--- src/shared/pbhh_pkg.sv ---
// constants and types shared by the primary bus release logic
// assumes one clock at 20 MHz from which the phase-one clock is derived
package pbhh_pkg;

  localparam int unsigned PBHH_CLK_PERIOD_NS = 50;
  // phase-one clock: high and low halves each last this many clock cycles
  localparam int unsigned PBHH_PHASE_HALF_CYC = 1;
  localparam int unsigned PBHH_SYNC_STAGES    = 2;
  localparam int unsigned PBHH_ADDR_W         = 24;
  localparam int unsigned PBHH_DATA_W         = 32;

  localparam logic PBHH_GRANT_RST  = 1'b1;
  localparam logic PBHH_STROBE_RST = 1'b1;
  localparam logic PBHH_REQ_RST    = 1'b1;
  localparam logic PBHH_PHASE_RST  = 1'b0;
  localparam logic PBHH_DRIVE_RST  = 1'b1;

  // gray order along own -> quiet -> held -> leave -> own
  typedef enum logic [1:0] {
    PBHH_ST_OWN   = 2'b00,
    PBHH_ST_QUIET = 2'b01,
    PBHH_ST_HELD  = 2'b11,
    PBHH_ST_LEAVE = 2'b10
  } pbhh_state_t;

endpackage

--- src/shared/pbhh_wr_if.sv ---
// carrier between the bus owner and its one-entry posted write store
// assumes both ends run on the same clock
`timescale 1ns/1ns
`default_nettype none
interface pbhh_wr_if #(
  parameter int unsigned AW = 24,
  parameter int unsigned DW = 32
);
  logic          push_valid;
  logic          push_ready;
  logic [AW-1:0] push_addr;
  logic [DW-1:0] push_data;
  logic          pend;
  logic [AW-1:0] pend_addr;
  logic [DW-1:0] pend_data;
  logic          pop;

  modport fill  (output push_valid, push_addr, push_data, pop, input push_ready, pend, pend_addr, pend_data);
  modport store (input push_valid, push_addr, push_data, pop, output push_ready, pend, pend_addr, pend_data);
endinterface
`default_nettype wire

--- src/pbhh_sync.sv ---
// level synchroniser for the asynchronous release request
// assumes the input may change anywhere within a clock period
`timescale 1ns/1ns
`default_nettype none
module pbhh_sync
  import pbhh_pkg::*;
#(
  parameter int unsigned STAGES = PBHH_SYNC_STAGES
) (
  input  wire logic mclk_i,
  input  wire logic rst_n_i,
  input  wire logic async_i,
  output logic      sync_o
);
  initial
  begin
    if (STAGES < 2)
      $error("pbhh_sync needs at least two stages");
  end

  logic [STAGES-1:0] chain;

  // reset to the idle level; a request held across reset reaches sync_o STAGES clocks after release
  always_ff @(posedge mclk_i or negedge rst_n_i)
  begin
    if (!rst_n_i)
      chain <= {STAGES{PBHH_REQ_RST}};
    else
      chain <= {chain[STAGES-2:0], async_i}; // RL1 RL18
  end

  assign sync_o = chain[STAGES-1];
endmodule
`default_nettype wire

--- src/pbhh_wbuf.sv ---
// one-entry store for every cpu write, posted whether the bus is owned or given away
// assumes pop is raised only while pend is high
`timescale 1ns/1ns
`default_nettype none
module pbhh_wbuf
  import pbhh_pkg::*;
(
  input  wire logic mclk_i,
  input  wire logic rst_n_i,
  pbhh_wr_if.store  wr
);
  logic full;

  assign wr.push_ready = !full;
  assign wr.pend       = full;

  always_ff @(posedge mclk_i or negedge rst_n_i)
  begin
    if (!rst_n_i)
      full <= 1'b0;
    else if (wr.push_valid && !full)
      full <= 1'b1; // RL7
    else if (wr.pop)
      full <= 1'b0;
  end

  always_ff @(posedge mclk_i or negedge rst_n_i)
  begin
    if (!rst_n_i)
    begin
      wr.pend_addr <= '0;
      wr.pend_data <= '0;
    end
    else if (wr.push_valid && !full)
    begin
      wr.pend_addr <= wr.push_addr;
      wr.pend_data <= wr.push_data;
    end
  end
endmodule
`default_nettype wire

--- src/pbhh_top.sv ---
// primary bus owner with bus release handshake toward an external master
// assumes the cpu holds its request until acknowledged and the master obeys the grant
// Operation
// [RL1] release request is asynchronous and is synchronised before use
// [RL2] request sampled at phase-one falling edge; a late request costs one cycle
// [RL3] the ignore control beats the release request whatever its level
// [RL4] ignore set: leave any release, retake the bus, refuse later requests
// [RL5] no primary bus access while the release is granted
// [RL6] cpu keeps running during release, stalls only on a bus read or write
// [RL7] one write may be posted during release; a second write stalls
// [RL8] grant goes low in answer to the request going low
// [RL9] grant stays low until one phase-one cycle after request returns high
// [RL10] grant changes only on phase-one falling edges
// [RL11] strobe is driven high on a falling edge before it floats
// [RL12] strobe floats during release, timed from a falling edge
// [RL13] strobe is driven again on leaving release, from a falling edge
// [RL14] read-not-write floats during release and returns on a falling edge
// [RL15] address floats during release, timed from a falling edge
// [RL16] address driven valid again on leaving release, from a falling edge
// [RL17] data bus floats during release, timed from a rising edge
// [RL18] a request raised during device reset is honoured
// [RL19] master drives the bus only while granted and stops before releasing
// [RL20] master holds the request over at least one falling edge
`timescale 1ns/1ns
`default_nettype none
module pbhh_top
  import pbhh_pkg::*;
#(
  parameter int unsigned ADDR_W = PBHH_ADDR_W,
  parameter int unsigned DATA_W = PBHH_DATA_W
) (
  input  wire logic              mclk_i,
  input  wire logic              rst_n_i,
  input  wire logic              bus_release_req_n_i,
  input  wire logic              release_request_ignore_i,
  output logic                   bus_release_grant_n_o,
  output logic                   phase_one_clock_o,
  output logic                   access_strobe_n_o,
  output logic                   access_strobe_oe_o,
  output logic                   read_not_write_o,
  output logic                   read_not_write_oe_o,
  output logic [ADDR_W-1:0]      addr_o,
  output logic                   addr_oe_o,
  output logic [DATA_W-1:0]      data_o,
  output logic                   data_oe_o,
  input  wire logic [DATA_W-1:0] data_i,
  input  wire logic              cpu_req_i,
  input  wire logic              cpu_we_i,
  input  wire logic [ADDR_W-1:0] cpu_addr_i,
  input  wire logic [DATA_W-1:0] cpu_wdata_i,
  output logic                   cpu_ack_o,
  output logic                   cpu_stall_o,
  output logic [DATA_W-1:0]      cpu_rdata_o
);
  initial
  begin
    if (ADDR_W < 1 || DATA_W < 1)
      $error("pbhh_top widths must be positive");
    if (PBHH_PHASE_HALF_CYC != 1)
      $error("pbhh_top supports a one-cycle phase half only");
  end

  ////////////////////////////////////////////////////////////////////////////
  // phase-one clock and edge events

  logic        ph1;
  logic        fall_now;
  logic        rise_now;
  logic        req_sync_n;
  pbhh_state_t state;
  logic        drive;
  logic        acc_busy;
  logic        acc_write;
  logic        start_wr;
  logic        start_rd;
  logic        req_low;

  always_ff @(posedge mclk_i or negedge rst_n_i)
  begin
    if (!rst_n_i)
      ph1 <= PBHH_PHASE_RST;
    else
      ph1 <= !ph1;
  end

  assign phase_one_clock_o = ph1;
  // the edge closing this cycle is a falling (or rising) phase-one edge
  assign fall_now = ph1;
  assign rise_now = !ph1;

  pbhh_sync #(
    .STAGES (PBHH_SYNC_STAGES)
  ) u_req_sync (
    .mclk_i  (mclk_i),
    .rst_n_i (rst_n_i),
    .async_i (bus_release_req_n_i),
    .sync_o  (req_sync_n)
  );

  // ignore overrides any request level
  assign req_low = !req_sync_n && !release_request_ignore_i; // RL3

  ////////////////////////////////////////////////////////////////////////////
  // release state, advanced only at falling edges

  always_ff @(posedge mclk_i or negedge rst_n_i)
  begin
    if (!rst_n_i)
      state <= PBHH_ST_OWN;
    else if (fall_now) // RL2
    begin
      case (state)
        PBHH_ST_OWN:
          if (req_low)
            state <= PBHH_ST_QUIET; // RL8
        PBHH_ST_QUIET:
          if (release_request_ignore_i)
            state <= PBHH_ST_OWN; // RL4
          else
            state <= PBHH_ST_HELD;
        PBHH_ST_HELD:
          if (release_request_ignore_i)
            state <= PBHH_ST_OWN; // RL4
          else if (req_sync_n)
            state <= PBHH_ST_LEAVE; // RL9
        PBHH_ST_LEAVE:
          state <= PBHH_ST_OWN;
        default:
          state <= PBHH_ST_OWN;
      endcase
    end
  end

  // grant and pin drive follow the state at the same falling edges
  always_ff @(posedge mclk_i or negedge rst_n_i)
  begin
    if (!rst_n_i)
      bus_release_grant_n_o <= PBHH_GRANT_RST;
    else if (fall_now)
    begin
      if (state == PBHH_ST_QUIET && !release_request_ignore_i)
        bus_release_grant_n_o <= 1'b0; // RL8 RL10
      else if (state == PBHH_ST_LEAVE || release_request_ignore_i)
        bus_release_grant_n_o <= 1'b1; // RL9 RL4
    end
  end

  always_ff @(posedge mclk_i or negedge rst_n_i)
  begin
    if (!rst_n_i)
      drive <= PBHH_DRIVE_RST;
    else if (fall_now)
    begin
      if (state == PBHH_ST_QUIET && !release_request_ignore_i)
        drive <= 1'b0; // RL12 RL14 RL15
      else if (state == PBHH_ST_LEAVE || release_request_ignore_i)
        drive <= 1'b1; // RL13 RL14 RL16
    end
  end

  assign access_strobe_oe_o  = drive;
  assign read_not_write_oe_o = drive;
  assign addr_oe_o           = drive;

  ////////////////////////////////////////////////////////////////////////////
  // access engine: one phase-one cycle per access, only while owning

  pbhh_wr_if #(
    .AW (ADDR_W),
    .DW (DATA_W)
  ) wr ();

  pbhh_wbuf u_wbuf (
    .mclk_i  (mclk_i),
    .rst_n_i (rst_n_i),
    .wr      (wr)
  );

  // writes are posted into the store so the cpu runs on during release
  assign wr.push_valid = cpu_req_i && cpu_we_i; // RL6 RL7
  assign wr.push_addr  = cpu_addr_i;
  assign wr.push_data  = cpu_wdata_i;

  // no new access once a release is requested, and none while released
  assign start_wr = fall_now && state == PBHH_ST_OWN && !req_low && !acc_busy && wr.pend; // RL5
  assign start_rd = fall_now && state == PBHH_ST_OWN && !req_low && !acc_busy && !wr.pend
                    && cpu_req_i && !cpu_we_i; // RL5 RL6
  assign wr.pop   = fall_now && acc_busy && acc_write;

  always_ff @(posedge mclk_i or negedge rst_n_i)
  begin
    if (!rst_n_i)
    begin
      acc_busy  <= 1'b0;
      acc_write <= 1'b0;
    end
    else if (start_wr || start_rd)
    begin
      acc_busy  <= 1'b1;
      acc_write <= start_wr;
    end
    else if (fall_now)
      acc_busy <= 1'b0;
  end

  // strobe returns high at the closing falling edge, so it is high before any float
  always_ff @(posedge mclk_i or negedge rst_n_i)
  begin
    if (!rst_n_i)
      access_strobe_n_o <= PBHH_STROBE_RST;
    else if (fall_now)
      access_strobe_n_o <= !(start_wr || start_rd); // RL11
  end

  always_ff @(posedge mclk_i or negedge rst_n_i)
  begin
    if (!rst_n_i)
    begin
      read_not_write_o <= 1'b1;
      addr_o           <= '0;
      data_o           <= '0;
    end
    else if (start_wr)
    begin
      read_not_write_o <= 1'b0;
      addr_o           <= wr.pend_addr;
      data_o           <= wr.pend_data;
    end
    else if (start_rd)
    begin
      read_not_write_o <= 1'b1;
      addr_o           <= cpu_addr_i;
    end
  end

  // data pins follow the write access and are released at rising edges
  always_ff @(posedge mclk_i or negedge rst_n_i)
  begin
    if (!rst_n_i)
      data_oe_o <= 1'b0;
    else if (rise_now)
      data_oe_o <= drive && acc_busy && acc_write; // RL17
  end

  always_ff @(posedge mclk_i or negedge rst_n_i)
  begin
    if (!rst_n_i)
      cpu_rdata_o <= '0;
    else if (fall_now && acc_busy && !acc_write)
      cpu_rdata_o <= data_i;
  end

  // a write is acknowledged when the store takes it, a read when it completes
  assign cpu_ack_o   = (cpu_req_i && cpu_we_i && wr.push_ready)
                       || (cpu_req_i && !cpu_we_i && fall_now && acc_busy && !acc_write);
  assign cpu_stall_o = cpu_req_i && !cpu_ack_o; // RL6 RL7
endmodule
`default_nettype wire

--- config.mk ---
export PLATFORM = sky130hd
export DESIGN_NAME = pbhh_top
export DESIGN_NICKNAME = d
export VERILOG_FILES = /design/src/shared/pbhh_pkg.sv /design/src/shared/pbhh_wr_if.sv /design/src/pbhh_sync.sv /design/src/pbhh_wbuf.sv /design/src/pbhh_top.sv
export SDC_FILE = /design/constraint.sdc
export NUM_CORES = 1
export LEC_CHECK = 0
export BUFFER_PORTS_ARGS = -buffer_cell sky130_fd_sc_hd__buf_2
export CORE_MARGIN = 1.5
export CORE_UTILIZATION = 44
export DETAILED_ROUTE_END_ITERATION = 10
export PLACE_DENSITY = 0.73
export SYNTH_ARGS = -nofsm -noshare
export SYNTH_HDL_FRONTEND = slang
export SYNTH_HIERARCHICAL = 1
export SYNTH_SLANG_ARGS = --single-unit
--- constraint.sdc ---
create_clock -name mclk_i -period 4.3 [get_ports mclk_i]
set_clock_uncertainty 0.15 [all_clocks]
set_input_delay 0.215 -clock mclk_i [delete_from_list [all_inputs] [get_ports mclk_i]]
set_output_delay 0.215 -clock mclk_i [all_outputs]
set_load 0.01 [all_outputs]
# --- Yosys cells after proc, flatten, opt, wreduce, memory -nomap -nowiden ---
# Index checks and enable logic that the tools add are counted.
word_totals:
  mem_count: 0
  ram_bits: 0
  mem_bits_ro: 0
  output_inout_bits: 98
  ff_bits: 156
  input_bits: 94
  latch_bits: 0
op_classes:
  reduce_logical: 41
  addsub: 0
  order_cmp: 0
  n_div: 0
  bitwise_logic: 0
  n_mux: 15
  eq_ne: 5
  shift: 0
  multipliers: 0
ops:
  columns: ["operator", "count"]
  rows:
  - ["two-way mux 24 bit", 2]
  - ["logical AND 1 bit", 21]
  - ["zero test 1 bit", 10]
  - ["two-way mux 1 bit", 8]
  - ["two-way mux 2 bit", 4]
  - ["case mux 2 bit (4 select lines)", 1]
  - ["nonzero test 2 bit", 4]
  - ["equality test 2 bit (second input constant)", 2]
  - ["logical OR 1 bit", 3]
  - ["inequality test 3 x 2 -> 1 bit (second input constant)", 1]
  - ["AND reduction 3 bit", 1]
  - ["equality test 2 x 1 -> 1 bit (second input constant)", 1]
  - ["zero test 2 bit", 1]
  - ["inequality test 2 bit (second input constant)", 1]
  - ["AND reduction 2 bit", 1]

# --- Longest topological paths before layout ---
depth:
  word_depth: 10
  depth_mapped: 6

# --- By module ---
# Netlist, hierarchy kept.
modules_own_cells:
  columns: ["mod", "n_inst", "area_each_um2", "cells_each", "seq_area_each_um2"]
  rows:
  - ["pbhh_top", 1, 4159.0, 317, 2431.1]
  - ["pbhh_wbuf", 1, 2257.2, 122, 1426.4]
  - ["pbhh_sync", 1, 52.6, 2, 52.6]

# --- Worst setup path after synthesis ---
# No wires, ideal clock.
synth_path:
  kind: "reg-to-reg"
  startpoint: "register acc_busy"
  endpoint: "register addr_o[10]"
  stages_incl_launch_ff: 7
  arrival_ns: 1.714
  slack_ns: 2.294
  path_cell_list: "dfrtp_1 > or4b_4 > or3_1 > buf_6 > buf_6 > o22ai_2 > a221oi_1"
synth_between:
  elab_chain_len: 6
synth_rtl:
  columns: ["item", "line_no", "source"]
  rows:
  - ["start, declared", "pbhh_top.sv:72", "logic acc_busy;"]
  - ["start signal, assigned", "pbhh_top.sv:194", "acc_busy <= 1'b0;"]
  - ["start signal, assigned", "pbhh_top.sv:199", "acc_busy <= 1'b1;"]
  - ["start signal, assigned", "pbhh_top.sv:203", "acc_busy <= 1'b0;"]
  - ["zero test 1 bit *", "pbhh_top.sv:185, pbhh_top.sv:186", null]
  - ["logical AND 1 bit *", "pbhh_top.sv:185, pbhh_top.sv:186", null]
  - ["logical AND 1 bit", "pbhh_top.sv:186", "assign start_rd = fall_now && state == PBHH_ST_OWN && !req_low && !acc_busy && !wr.pend"]
  - ["logical AND 1 bit (2 in a row)", "pbhh_top.sv:187", "&& cpu_req_i && !cpu_we_i;"]
  - ["nonzero test 2 bit (no source line)", null, null]
  - ["end signal, assigned", "pbhh_top.sv:226", "addr_o <= wr.pend_addr;"]
  - ["end signal, assigned", "pbhh_top.sv:232", "addr_o <= cpu_addr_i;"]
  - ["end, declared", "pbhh_top.sv:42", "output logic [ADDR_W-1:0] addr_o,"]
# Mark *: on every way between the ends. The rest lies on a longest branch, timed or not.
# A chain may end at the register's enable or synchronous reset.

# --- Final worst setup path ---
layout_path:
  startpoint: "register ph1, in the netlist phase_one_clock_o"
  endpoint: "register access_strobe_n_o"
layout_between:
  elab_chain_len: 8
layout_rtl:
  columns: ["item", "line_no", "source"]
  rows:
  - ["start, declared", "pbhh_top.sv:66", "logic ph1;"]
  - ["start signal, assigned", "pbhh_top.sv:83", "ph1 <= !ph1;"]
  - ["logical AND 1 bit (3 in a row)", "pbhh_top.sv:185, pbhh_top.sv:186", null]
  - ["logical AND 1 bit", "pbhh_top.sv:186", null]
  - ["logical AND 1 bit (2 in a row)", "pbhh_top.sv:187", null]
  - ["logical OR 1 bit", "pbhh_top.sv:212", "access_strobe_n_o <= !(start_wr || start_rd);"]
  - ["zero test 1 bit", "pbhh_top.sv:212", null]
  - ["end signal, assigned", "pbhh_top.sv:212", null]
  - ["end, declared", "pbhh_top.sv:38", "output logic access_strobe_n_o,"]
# Parallel ways exist; a longest one is shown, timed or not.

==> flow_metrics.env <==
export IMPL_grt_overflow=0
export IMPL_synth_cell_types=36
export IMPL_postLayoutCellArea_um2=9060
export IMPL_crit_fanout=25
export IMPL_grt_max_degree=94
export IMPL_p_leak_nw=4.31
export IMPL_setup_violations=0
export IMPL_drt_wl_total_um=15400
export IMPL_cp_cell_sequence="or4b_4 > nor2_2 > o21ai_0 > o21a_1"
export IMPL_dieArea_um2=15400
export IMPL_p_seq_share_pct=41.5
export IMPL_synth_top_cell_by_area="dfrtp_1"
export IMPL_finish_utilization_pct=62.8
export IMPL_fp_coreArea_um2=14400
export IMPL_viasPerCell=5.07
export IMPL_synth_warnings=6
export IMPL_yosysTopAreaCellShare_pct=58.4
export IMPL_clock_sinks=156
export IMPL_synth_fp_nets=535
export IMPL_synth_edf_count=0
export IMPL_die_h_um=124
export IMPL_start_util_pct=44.8
export IMPL_r2r_end="access_strobe_n_o$_DFFE_PN1P_"
export IMPL_power_switching_mw=1.99
export IMPL_dieWidth_um=124
export IMPL_timing_slew_headroom_pct=24.6
export IMPL_routabilityCongestion=0.736
export IMPL_grt_pass1_wl_um=25400
export IMPL_hp_start="u_req_sync/chain[0]$_DFF_PN1_"
export IMPL_drive_gt1_share_pct=50.9
export IMPL_worst_ep_required_time_ns=4.49
export IMPL_ir_worst_vdd_v=0.000392
export IMPL_io_pins=192
export IMPL_r2r_cells=4
export IMPL_period_share_pct=62.1
export IMPL_final_common_cell="buf_2"
export IMPL_cap_violations=0
export IMPL_tritoncts="done"
export IMPL_fmax_ghz=0.375
export IMPL_sw_frac_of_total_pct=31.3
export IMPL_layout_area_overhead_vs_synth_pct=40.1
export IMPL_seq_area_frac_synth_pct=60.4
export IMPL_ys_dominant_reg_cell="dfrtp_1"
export IMPL_final_cell_mix="buf_2 (190), dfrtp_1 (151), dlygate4sd3_1 (91)"
export IMPL_ys_top_cells_by_area="dfrtp_1 (58%), mux2_2 (15%), mux2_4 (6.7%)"
export IMPL_avgRoutedWirePerCell_um=16.8
export IMPL_dpl_hpwl_um=9500
export IMPL_drtAntennaViolNets=0
export IMPL_num_antenna_cells=0
export IMPL_clock_latency_ns=0.42
export IMPL_first_pass_iters=4
export IMPL_cts_buffer_depth=2
export IMPL_cp_start_kind="flop"
export IMPL_worstSetupPathType="reg -> reg"
export IMPL_finalSetupTns_ns=0
export IMPL_synthesis_area_um2=6470
export IMPL_cts_buffers_inserted=17
export IMPL_avgSynthCellArea_um2=14.7
export IMPL_holdPathStages=0
export IMPL_hp_class="reg -> reg"
export IMPL_antenna_found_initial=0
export IMPL_rsz0062_at_grt="false"
export IMPL_drtIter0Drc=165
export IMPL_holdPathEnd="u_req_sync/chain[1]$_DFF_PN1_"
export IMPL_worst_path_max_delay_cell="nor2_2"
export IMPL_power_density_nw_per_um2=699
export IMPL_dr_total_vias=4636
export IMPL_postSynthRegisterBits=156
export IMPL_synthCells=441
export IMPL_nets=812
export IMPL_track_usage_pct=20.5
export IMPL_regToRegSetupSlack_ns=1.63
export IMPL_outcome="completed"
export IMPL_cts_root_buf="clkbuf_16"
export IMPL_p_comb_share_pct=34.0
export IMPL_cp_arrival_ns=2.87
export IMPL_clock_power_share_pct=24.6
export IMPL_path_clk_slew_ns=0.06
export IMPL_period_needed_ns=2.67
export IMPL_final_hold_viol_count=0
export IMPL_max_stage_delay_ns=0.87
export IMPL_port_buffers=191
export IMPL_post_route_drc_count=0
export IMPL_async_flop_share_pct=100
export IMPL_cts_resized=0
export IMPL_internal_power_mw=4.35
export IMPL_h_tree_depth=4
export IMPL_cts_setup_buffers=0
export IMPL_dpl_cell_area_um2=7530
export IMPL_grt_pass1_vias=5268
export IMPL_tightest_slew_ns=1.13
export IMPL_worstReg2RegStart="phase_one_clock_o$_DFF_PN0_"
export IMPL_rows=44
export IMPL_worstSetupEndpointType="flop"
export IMPL_drv_slew=0
Yosys cell counts (2+ instances only):
| cell type | instances |
|---|---|
| nor2_1 | 26 |
| mux2_1 | 5 |
| inv_1 | 31 |
| a221oi_1 | 24 |
| mux2_2 | 86 |
| o22ai_1 | 7 |
| clkbuf_1 | 5 |
| nand2_1 | 2 |
| mux2_4 | 29 |
| buf_1 | 2 |
| o22ai_2 | 18 |
| buf_8 | 3 |
| a21oi_1 | 3 |
| buf_4 | 4 |
| or3_1 | 3 |
| dfrtp_1 | 151 |
| o21ai_0 | 5 |
| buf_6 | 4 |
| dfstp_2 | 5 |
| buf_2 | 12 |
cell families (layout without fill, tap and decap cells):
logic type	count (synthesis)	in the layout	share of synthesized area, %
flip-flops	156	156	60.4
multiplexers	120	120	22.6
AO/OA/AOI/OAI	64	64	8.94
buffers and inverters	61	351	4.99
AND/OR/NAND/NOR	40	40	3.06
critical path, delay by kind of cell, from the launching register on:
kind            cells  cell delay, ns
compound gates      2            0.52
flops               1            0.52
simple gates        2            1.41
registers in the layout (all words and copies together), names as in the netlist:
register and count:
data_o 32, state 2, cpu_rdata_o 32, u_wbuf/wr.pend 1
addr_o 24, read_not_write_o 1, u_wbuf/wr.pend_data 32, phase_one_clock_o 1
acc_busy 1, acc_write 1, u_req_sync/chain 2, data_oe_o 1
u_wbuf/wr.pend_addr 24, access_strobe_oe_o 1, access_strobe_n_o 1
layout make-up:
class / instances / area, um^2
repair buffers: 288 / 1930
well taps: 184 / 230
inverters: 31 / 116
multi-input cells: 224 / 2250
clock buffers: 20 / 467
clock inverters: 12 / 161
flip-flops and latches: 156 / 3910
fillers: 1068 / 5360
per-stage QoR:
| stage | total power, mW | setup WS (ns) | std cells | hold slack (ns) |
|---|---|---|---|---|
| after global routing | 6.71 | 1.40 | 915 | 0.213 |
| after global placement | 4.60 | 1.67 | 792 | 0.173 |
| after CTS | 6.39 | 1.58 | 915 | 0.210 |
| final | 6.34 | 1.63 | 915 | 0.208 |
| after detailed placement | 4.74 | 1.58 | 792 | 0.173 |
| after floorplan | 3.94 | 2.29 | 441 | -0.231 |
per-layer routing:
metal  routed length, um  vias up  global-route usage (%)
met2                7830      151                    35.3
li1                    -     2115                       -
met5                   0        -                       0
met3                 897       18                    6.31
met1                6450     2352                    24.3
met4                 184        0                    6.90
power by group through the flow:
stage          logic [mW]  registers [mW]  clock network, mW
6_report             2.15            2.63               1.56
5_1_grt              2.33            2.73               1.66
4_1_cts              2.17            2.62               1.59
3_5_place_dp         2.10            2.64                  0
3_3_place_gp         2.02            2.58                  0
2_1_floorplan        1.17            2.76                  0
what timing repair did:
item	CTS	global route
hold endpoints to repair	202	0
endpoints found under the setup margin	0	0
hold buffers	91	0
worst max-delay path by stage:
| stage | start | to | slack [ns] | depth (start not counted) |
|---|---|---|---|---|
| 2_1_floorplan | acc_busy$_DFFE_PN0P_ | addr_o[10]$_DFFE_PN0P_ | 2.29 | 6 |
| 3_3_place_gp | phase_one_clock_o$_DFF_PN0_ | access_strobe_n_o$_DFFE_PN1P_ | 1.67 | 4 |
| 3_5_place_dp | phase_one_clock_o$_DFF_PN0_ | acc_busy$_DFFE_PN0P_ | 1.58 | 4 |
| 4_1_cts | phase_one_clock_o$_DFF_PN0_ | access_strobe_n_o$_DFFE_PN1P_ | 1.58 | 4 |
| 5_1_grt | phase_one_clock_o$_DFF_PN0_ | acc_busy$_DFFE_PN0P_ | 1.40 | 4 |
| 6_report | phase_one_clock_o$_DFF_PN0_ | access_strobe_n_o$_DFFE_PN1P_ | 1.63 | 4 |
Note: power is estimated with default switching activity, not from simulation.
